[src/design/wake_consts.vh]
// constants shared by the standby wake request detect block
`ifndef WAKE_CONSTS_VH
`define WAKE_CONSTS_VH

`define WAKE_NUM_CH        6
`define WAKE_ADDR_W        8

`define OFF_MODE_CH0_3     8'h00
`define OFF_MODE_CH4_5     8'h04
`define OFF_REQ_CLEAR      8'h08
`define OFF_PEND_STATUS    8'h0C

`define FLD_EN_BIT         0
`define FLD_ST_LSB         2
`define FLD_ST_W           2
`define FLD_MODE_LSB       4
`define FLD_MODE_W         3
`define FLD_CLR_IDX_W      5

`define MODE_LOW_LEVEL     3'h0
`define MODE_HIGH_LEVEL    3'h1
`define MODE_FALL_EDGE     3'h2
`define MODE_RISE_EDGE     3'h3
`define MODE_BOTH_EDGE     3'h4
`define MODE_RESET         3'h2

`define ST_NONE            2'h0
`define ST_RISE            2'h1
`define ST_FALL            2'h2

`define RESP_OKAY          2'h0
`define RESP_SLVERR        2'h2

`endif

[src/design/wake_chan_detect.v]
// one wake channel: pin synchroniser, condition detector, pending flag and edge status
`timescale 1ns/1ps
`include "wake_consts.vh"

module wake_chan_detect (
  input  wire       clk,
  input  wire       rstn,
  input  wire       pin,
  input  wire [2:0] mode,
  input  wire       enable,
  input  wire       clear,
  output reg        pend_ff,
  output reg  [1:0] status_ff
);

  reg        s1_ff;
  reg        s2_ff;
  reg        s3_ff;
  reg        filt_ff;
  reg        hit;
  reg  [1:0] nxt_status;
  wire       agree;
  wire       rise;
  wire       fall;

  // a pin change counts only once the second and third stage agree
  assign agree = (s2_ff == s3_ff);
  assign rise  = agree & s2_ff & ~filt_ff;
  assign fall  = agree & ~s2_ff & filt_ff;

  always @* begin
    case (mode)
      `MODE_LOW_LEVEL:  hit = ~filt_ff;
      `MODE_HIGH_LEVEL: hit = filt_ff;
      `MODE_FALL_EDGE:  hit = fall;
      `MODE_RISE_EDGE:  hit = rise;
      `MODE_BOTH_EDGE:  hit = rise | fall;
      default:          hit = 1'b0;
    endcase
  end

  always @* begin
    nxt_status = clear ? `ST_NONE : status_ff;
    // status only tracks edges in both-edge mode, elsewhere only a clear changes it
    if (enable && (mode == `MODE_BOTH_EDGE)) begin
      nxt_status = nxt_status | {fall, rise};
    end
  end

  always @(posedge clk or negedge rstn) begin
    if (!rstn) begin
      s1_ff     <= 1'b0;
      s2_ff     <= 1'b0;
      s3_ff     <= 1'b0;
      filt_ff   <= 1'b0;
      pend_ff   <= 1'b0;
      status_ff <= `ST_NONE;
    end else begin
      s1_ff     <= pin;
      s2_ff     <= s1_ff;
      s3_ff     <= s2_ff;
      if (agree) begin
        filt_ff <= s2_ff;
      end
      // a new request in the clearing cycle wins over the clear
      pend_ff   <= (enable & hit) | (pend_ff & ~clear);
      status_ff <= nxt_status;
    end
  end

endmodule

[src/design/standby_wake_request_detect.v]
// standby wake request detect: six pin channels behind an AXI4-Lite register slave
//
// Summary of operation
// mode 000 low level, 001 high level
// mode 010 fall, 011 rise, 100 both
// software never programs modes 101 to 111
// edge status 01 rise, 10 fall, 11 both
// channel enable gates wake request generation
// edge status meaningful only in both-edge mode
// request clear also clears edge status
// software writes mode before enable, separately
// ch0-3 bytes of reg A, ch4-5 reg B
// reset mode 010, enable 0, status 00
//
// The address map and register access over AXI4-Lite were decided locally.
`timescale 1ns/1ps
`include "wake_consts.vh"

module standby_wake_request_detect #(
  parameter NUM_CH = `WAKE_NUM_CH,
  parameter ADDR_W = `WAKE_ADDR_W
) (
  input  wire              CLK,
  input  wire              RSTN,
  input  wire [NUM_CH-1:0] WAKE_IN,
  output reg  [NUM_CH-1:0] WAKE_PEND,
  output reg               WAKE_REQ,
  input  wire [ADDR_W-1:0] AWADDR,
  input  wire [2:0]        AWPROT,
  input  wire              AWVALID,
  output reg               AWREADY,
  input  wire [31:0]       WDATA,
  input  wire [3:0]        WSTRB,
  input  wire              WVALID,
  output reg               WREADY,
  output reg  [1:0]        BRESP,
  output reg               BVALID,
  input  wire              BREADY,
  input  wire [ADDR_W-1:0] ARADDR,
  input  wire [2:0]        ARPROT,
  input  wire              ARVALID,
  output reg               ARREADY,
  output reg  [31:0]       RDATA,
  output reg  [1:0]        RRESP,
  output reg               RVALID,
  input  wire              RREADY
);

  // write channel holding registers
  reg                 aw_have_ff;
  reg                 w_have_ff;
  reg  [ADDR_W-1:0]   waddr_ff;
  reg  [31:0]         wdata_ff;
  reg  [3:0]          wstrb_ff;

  // per channel configuration
  reg  [3*NUM_CH-1:0] mode_ff;
  reg  [NUM_CH-1:0]   en_ff;

  wire [2*NUM_CH-1:0] status;
  wire [NUM_CH-1:0]   pend;
  wire [NUM_CH-1:0]   clr;
  wire [8*NUM_CH-1:0] chan_byte;
  wire [63:0]         chan_bytes_ext;

  wire                do_write;
  wire                wr_hit_a;
  wire                wr_hit_b;
  wire                wr_hit_clr;
  wire [31:0]         word_a;
  wire [31:0]         word_b;
  wire [31:0]         word_pend;

  reg  [31:0]         nxt_rdata;
  reg  [1:0]          nxt_rresp;
  reg  [1:0]          nxt_bresp;

  // the write commits only once both address and data are held and no response is pending
  assign do_write   = aw_have_ff & w_have_ff & ~BVALID;
  // byte offsets are word aligned, so the two low address bits are ignored
  assign wr_hit_a   = ({waddr_ff[ADDR_W-1:2], 2'b00} == `OFF_MODE_CH0_3);
  assign wr_hit_b   = ({waddr_ff[ADDR_W-1:2], 2'b00} == `OFF_MODE_CH4_5);
  assign wr_hit_clr = ({waddr_ff[ADDR_W-1:2], 2'b00} == `OFF_REQ_CLEAR);

  // AXI write address, data and response channels
  always @(posedge CLK or negedge RSTN) begin
    if (!RSTN) begin
      aw_have_ff <= 1'b0;
      w_have_ff  <= 1'b0;
      waddr_ff   <= {ADDR_W{1'b0}};
      wdata_ff   <= 32'h00000000;
      wstrb_ff   <= 4'h0;
      AWREADY    <= 1'b1;
      WREADY     <= 1'b1;
      BVALID     <= 1'b0;
      BRESP      <= `RESP_OKAY;
    end else begin
      if (AWVALID && AWREADY) begin
        aw_have_ff <= 1'b1;
        waddr_ff   <= AWADDR;
        AWREADY    <= 1'b0;
      end
      if (WVALID && WREADY) begin
        w_have_ff <= 1'b1;
        wdata_ff  <= WDATA;
        wstrb_ff  <= WSTRB;
        WREADY    <= 1'b0;
      end
      if (do_write) begin
        aw_have_ff <= 1'b0;
        w_have_ff  <= 1'b0;
        BVALID     <= 1'b1;
        BRESP      <= nxt_bresp;
      end
      if (BVALID && BREADY) begin
        BVALID  <= 1'b0;
        AWREADY <= 1'b1;
        WREADY  <= 1'b1;
      end
    end
  end

  always @* begin
    if (wr_hit_a || wr_hit_b || wr_hit_clr) begin
      nxt_bresp = `RESP_OKAY;
    end else if ({waddr_ff[ADDR_W-1:2], 2'b00} == `OFF_PEND_STATUS) begin
      // read-only register: the write is accepted and dropped
      nxt_bresp = `RESP_OKAY;
    end else begin
      nxt_bresp = `RESP_SLVERR;
    end
  end

  // per channel: config fields, read byte, clear decode and detector
  genvar c;
  generate
    for (c = 0; c < NUM_CH; c = c + 1) begin : g_ch
      localparam LANE  = c % 4;
      localparam IN_A  = (c < 4);
      localparam [`FLD_CLR_IDX_W-1:0] IDX = c;
      wire       hit_reg;
      wire       lane_on;

      assign hit_reg = IN_A ? wr_hit_a : wr_hit_b;
      assign lane_on = wstrb_ff[LANE];

      always @(posedge CLK or negedge RSTN) begin
        if (!RSTN) begin
          mode_ff[3*c +: 3] <= `MODE_RESET;
          en_ff[c]          <= 1'b0;
        end else if (do_write && hit_reg && lane_on) begin
          mode_ff[3*c +: 3] <= wdata_ff[8*LANE + `FLD_MODE_LSB +: 3];
          en_ff[c]          <= wdata_ff[8*LANE + `FLD_EN_BIT];
        end
      end

      assign clr[c] = do_write & wr_hit_clr & wstrb_ff[0] &
                      (wdata_ff[`FLD_CLR_IDX_W-1:0] == IDX);

      // bit 1 and bit 7 of each byte read as zero
      assign chan_byte[8*c +: 8] = {1'b0, mode_ff[3*c +: 3], status[2*c +: 2],
                                    1'b0, en_ff[c]};

      wake_chan_detect u_det (
        .clk       (CLK),
        .rstn      (RSTN),
        .pin       (WAKE_IN[c]),
        .mode      (mode_ff[3*c +: 3]),
        .enable    (en_ff[c]),
        .clear     (clr[c]),
        .pend_ff   (pend[c]),
        .status_ff (status[2*c +: 2])
      );
    end
  endgenerate

  // unimplemented channel lanes of the second register read as zero
  assign chan_bytes_ext = {{(64-8*NUM_CH){1'b0}}, chan_byte};
  assign word_a         = chan_bytes_ext[31:0];
  assign word_b         = {16'h0000, chan_bytes_ext[47:32]};
  assign word_pend      = {{(32-NUM_CH){1'b0}}, pend};

  always @* begin
    nxt_rresp = `RESP_OKAY;
    case ({ARADDR[ADDR_W-1:2], 2'b00})
      `OFF_MODE_CH0_3:  nxt_rdata = word_a;
      `OFF_MODE_CH4_5:  nxt_rdata = word_b;
      `OFF_REQ_CLEAR:   nxt_rdata = 32'h00000000;
      `OFF_PEND_STATUS: nxt_rdata = word_pend;
      default: begin
        nxt_rdata = 32'h00000000;
        nxt_rresp = `RESP_SLVERR;
      end
    endcase
  end

  // AXI read address and data channels
  always @(posedge CLK or negedge RSTN) begin
    if (!RSTN) begin
      ARREADY <= 1'b1;
      RVALID  <= 1'b0;
      RDATA   <= 32'h00000000;
      RRESP   <= `RESP_OKAY;
    end else begin
      if (ARVALID && ARREADY) begin
        ARREADY <= 1'b0;
        RVALID  <= 1'b1;
        RDATA   <= nxt_rdata;
        RRESP   <= nxt_rresp;
      end
      if (RVALID && RREADY) begin
        RVALID  <= 1'b0;
        ARREADY <= 1'b1;
      end
    end
  end

  // outputs re-registered so that they come straight from flip-flops
  always @(posedge CLK or negedge RSTN) begin
    if (!RSTN) begin
      WAKE_PEND <= {NUM_CH{1'b0}};
      WAKE_REQ  <= 1'b0;
    end else begin
      WAKE_PEND <= pend;
      WAKE_REQ  <= |pend;
    end
  end

endmodule

[config.mk]
export PLATFORM = sky130hd
export DESIGN_NAME = standby_wake_request_detect
export DESIGN_NICKNAME = d
export VERILOG_FILES = /design/src/design/wake_chan_detect.v /design/src/design/standby_wake_request_detect.v
export VERILOG_INCLUDE_DIRS = /design/src /design/src/design
export SDC_FILE = /design/constraint.sdc
export NUM_CORES = 1
export LEC_CHECK = 0
export BUFFER_PORTS_ARGS = -buffer_cell sky130_fd_sc_hd__clkbuf_2
export CORE_AREA = 4 4 115 95
export DETAILED_ROUTE_END_ITERATION = 6
export DIE_AREA = 0 0 119 99
export GPL_TIMING_DRIVEN = 0
export PLACE_DENSITY = 0.84
export SYNTH_ARGS = -nofsm -noshare
export SYNTH_HDL_FRONTEND = slang
export SYNTH_SLANG_ARGS = --single-unit
[constraint.sdc]
create_clock -name CLK -period 3.4 [get_ports CLK]
set_clock_uncertainty 0.1 [all_clocks]
set_input_delay 0.85 -clock CLK [delete_from_list [all_inputs] [get_ports CLK]]
set_output_delay 0.85 -clock CLK [all_outputs]
set_load 0.1 [all_outputs]
# == Word level (Yosys, flattened, before mapping) ==
# Cells that the tools add are included.
# classes
n_eq_ne,41
n_bitwise,83
n_reduce_logical,38
n_mux,36
# op_table
cell,count
$pmux W31 S3,1
$and A1 B1 Y1,46
$eq A3 B2 Y1 const B,12
$mux W2,15
$pmux W1 S5,6
$eq A6 B2 Y1 const B,4
$logic_and A1 B1 Y1,19
$not A1 Y1,19
$eq A3 B1 Y1 const B,6
$eq A3 B3 Y1 const B,6
$logic_not A3 Y1,6
$mux W1,14
$eq A6 B1 Y1 const B,2
$logic_not A6 Y1,2
$or A1 B1 Y1,12
$or A2 B2 Y2,6
$reduce_bool A2 Y1,6
$eq A5 B2 Y1 const B,2
$eq A5 B3 Y1 const B,2
$eq A1 B1 Y1,6
$reduce_or A6 Y1,1
$eq A5 B1 Y1 const B,1
$logic_not A5 Y1,1
$reduce_or A4 Y1,1
$logic_or A1 B1 Y1,2
# word_totals
wordCells,261
in_bits,71
output_inout_bits,48
register_bits,159

# == Longest topological paths before layout ==
# logic_depth
word_depth,8
depth_mapped,6
mapped_depth_nobuf,6

# == Cells and area by module ==
# A second synthesis with hierarchy kept.
# hier_totals
hier_cells,473
hier_area_um2,5896.9
# modules_own_cells
mod,n_inst,area_each_um2,cells_each,seq_area_each_um2
standby_wake_request_detect,1,3802.4,269,2363.5
wake_chan_detect,6,349.1,34,175.2

# == Least setup slack after synthesis ==
# No wires, ideal clock.
# synth_path
kind,in2reg
startpoint,input port ARADDR[5]
endpoint,register RDATA[19]
path_buffers,2
arrival_ns,2.261
slack_ns,0.970
cell_stages,6
setup_time_ns,0.069
required_time_ns,3.231
cell_sequence,or4_1 -> or3_1 -> clkbuf_2 -> nor2_1 -> buf_4 -> a22o_1
# synth_via
elab_chain_len,2
elab_cells_between_ends,4
classes_between,eq/ne (2); mux (1); reduce/logical (1)
# synth_lines
element,line,rtl
from (decl),standby_wake_request_detect.v:39,"input wire [ADDR_W-1:0] ARADDR,"
$eq A6 B2 Y1 (tied with other cells),standby_wake_request_detect.v:185,"case ({ARADDR[ADDR_W-1:2], 2'b00})"
$pmux W31 S3 *,standby_wake_request_detect.v:185,
to (signal assigned),standby_wake_request_detect.v:208,RDATA <= nxt_rdata;
to (decl),standby_wake_request_detect.v:43,"output reg [31:0] RDATA,"
# Mark *: on every way between the ends. The rest lies on a longest branch, timed or not.
# A chain may end at the register's enable or synchronous reset.

# == Worst setup path in the final report ==
# layout_path
startpoint,register waddr_ff[7]
endpoint,"register en_ff[2], in the netlist chan_byte[16]"
# layout_via
elab_chain_len,3
# layout_lines
element,line,rtl
from (decl),standby_wake_request_detect.v:52,reg [ADDR_W-1:0] waddr_ff;
from (signal assigned),standby_wake_request_detect.v:90,waddr_ff <= {ADDR_W{1'b0}};
$logic_not A6 Y1 (no source line),-,
$logic_and A1 B1 Y1 (2 in a row),standby_wake_request_detect.v:151,end else if (do_write && hit_reg && lane_on) begin
"to (signal, indexed assignment)",standby_wake_request_detect.v:153,en_ff[c] <= wdata_ff[8*LANE + `FLD_EN_BIT];
to (decl),standby_wake_request_detect.v:58,reg [NUM_CH-1:0] en_ff;
# No other way between the ends.

==> results.md <==
* Total number of vias at 3,907
* First-pass GRT wire length at 20.6 mm
* Die area at 11,800 um^2
* CTS tree: built
* Top cells by area, synth: dfrtp_1, mux2_2, dfstp_2, a22o_1, ha_1
* Max_cap viols at 0
* Post-synthesis mux area share at 0.134
* Fin nets at 643
* Yosys warnings at 0
* Synth cell types at 50
* # fillers at 658
* Pwr per Cell Area at 815 nW/um^2
* Layout cells sized above 1 at 0.331
* Total grt overflow at 0
* Num CTS Buffers at 17
* Port-buffer cells at 85
* Synthesis-to-finish area growth at 21.2%
* Slowest CP cell: or4_4
* Setup slack, reg-to-reg at 1010 ps
* Min cycle time layout at 2390 ps
* Worst Tran Pin Value at 704 ps
* DRC viols at 0
* Drt first pass iters at 5
* Register area share after synthesis at 0.600
* Max Slew Vio Count at 0
* Final Setup Violations at 0
* Primary FF master, synth: dfrtp_1
* Worst Hold Class: reg2reg
* Post-synthesis compound-gate area fraction at 0.109
* Worst path max stage delay at 580 ps
* Top post-synthesis cells by count: dfrtp_1, mux2_2, nand2_1
* Worst Setup Start Kind: register
* DR iter-0 viols at 317
* Clk sink count at 136
* Antenna Nets Post-Route at 0
* Worst Setup End Kind: register
* Worst Path Class, Setup: reg2reg
* Initial antenna violation count at 0
* Inst Count DP at 677
* Ant diodes at 0
* Synth Area in Simple Gates at 0.0818
* Area of the multi-input gates at 2080 um^2
* Post-synth EDFFs at 0
* FF+latch count, synth at 136
* I/O Pins at 119
* Non-Filler Instances at 707
* Largest net degree at the start of global routing at 84
* Overall routing resource usage at 0.223
* CP Cell Sequence: or4_4, nor4_1, nand2_1, mux2_2
* Final GP Congestion at 0.814
* Ys async rst share at 1.00
* WHS at 246 ps
* Fmax at 0.419 GHz
* Synth Area in Adders at 0.0264
* Reg area at 3410 um^2
* Gates resized, CTS repair at 0
* Core area at 9650 um^2
* Leakage at 0.00336 uW
* Mapped cell area at 5690 um^2
* CTS Hold Bufs at 0
* Setup repair bufs after CTS at 0
* Top cell type's share of synthesized area at 0.558
* Avg Vias per Cell at 5.53
* Worst-case clock buffer depth at 2
* Wire per inst at 17.3 um
* Fin. Hold Viols at 0
* Final WL at 12.2 mm
* H-tree Lvls at 4
* Row cnt at 32
* Worst EP required at 3590 ps
* Tcrit/Tclk final at 0.702
* Critical Path AT at 2580 ps
* RSZ-0062 raised after global routing: false
* Largest family of logic cells by synthesized area: multiplexers
* Most common cell in the netlist: dfrtp_1
* Number of global-route vias before repair at 4,155
* Mapped Cells at 447
* Area leader, netlist: dfrtp_1
* Die width at 119 um
* Dpl hpwl at 8.41 mm
* Worst-path maximum fanout at 5
* Synth Area in XOR/XNOR at 0.00923
* Avg Inst Size Synth at 12.7 um^2
* Clock latency at the later pin of the worst-skew pair at 420 ps
* Final setup TNS at 0 ps
* Die height at 99 um
* Status: finished, final reports clean
* Starting density of the core at 0.590
* Total power draw at 5620 uW
* Clock transition at path regs at 60 ps
* Setup ws final at 1010 ps
* Dpl ws at 623 ps
* CTS Root Cell: clkbuf_16
* Max_slew headroom at 0.526
* Peak VDD IR at 619 uV
sequential cells by signal (all words and copies together) (netlist names), 6 cells and up:
register	cells
RDATA	25
chan_byte	24
wdata_ff	19
g_ch.u_det.status_ff	12
WAKE_PEND	6
g_ch.u_det.filt_ff	6
g_ch.u_det.pend_ff	6
g_ch.u_det.s1_ff	6
g_ch.u_det.s2_ff	6
g_ch.u_det.s3_ff	6
waddr_ff	6
through the flow:
stage / instance area, um^2 / utilization
after floorplan: 5720 / -
after CTS: 6900 / 0.715
after global placement: 6320 / 0.655
after detailed placement: 6350 / 0.658
final: 6900 / 0.715
after global routing: 6900 / 0.715
placed cells by master (no fill, tap or decap), types with 12 or more instances in the layout:
cell,synthesis,routed
dfrtp_1,127,127
a22o_1,21,21
ha_1,12,12
clkbuf_2,1,85
a32o_1,14,14
inv_1,24,24
clkbuf_1,11,16
nand2_1,38,38
clkbuf_16,0,17
mux2_2,50,50
o21ai_0,28,28
mux2i_1,14,14
final cells by class:
class | count | area share
plain buffers | 25 | 0.0194
repair buffers | 86 | 0.0669
flip-flops and latches | 136 | 0.495
multi-input cells | 270 | 0.302
well taps | 136 | 0.0247
inverters | 24 | 0.0131
clock buffers | 26 | 0.0724
clock inverters | 4 | 0.00653
per-layer routing:
layer	track usage	wire, um
met5	0	0
met4	0.0988	240
met3	0.0562	720
met2	0.361	6020
met1	0.285	5220
final timing paths:
| path | startpoint | depth (start not counted) | end |
|---|---|---|---|
| worst max-delay path | waddr_ff[7] | 4 | chan_byte[16] |
| worst min-delay path | g_ch[3].u_det.s1_ff | 0 | g_ch[3].u_det.s2_ff |
| worst max register to register | waddr_ff[7] | 4 | chan_byte[16] |
| worst min register to register | g_ch[3].u_det.s1_ff | 0 | g_ch[3].u_det.s2_ff |
| max in group asynchronous | RSTN | 2 | chan_byte[29] |
| min in group asynchronous | RSTN | 1 | g_ch[0].u_det.s2_ff |
kinds of logic after synthesis:
group,after synthesis
compound gates,85
other cells,1
buf+inv,49
xor+xnor,6
simple gates,90
fa+ha+maj,12
flops,136
mux,68
where the power goes:
| part | internal (uW) | leakage [uW] | switching (uW) |
|---|---|---|---|
| clock network | 1070 | 0.000270 | 627 |
| logic | 519 | 0.00138 | 951 |
| registers | 2060 | 0.00171 | 397 |
| total | 3650 | 0.00336 | 1970 |
critical path: cells and delay by family, from the launching register on:
family           cells  cell delay [ps]
muxes                1              350
DFF                  1              380
and+or+nand+nor      3             1440
Note: power is estimated with default switching activity, not from simulation.
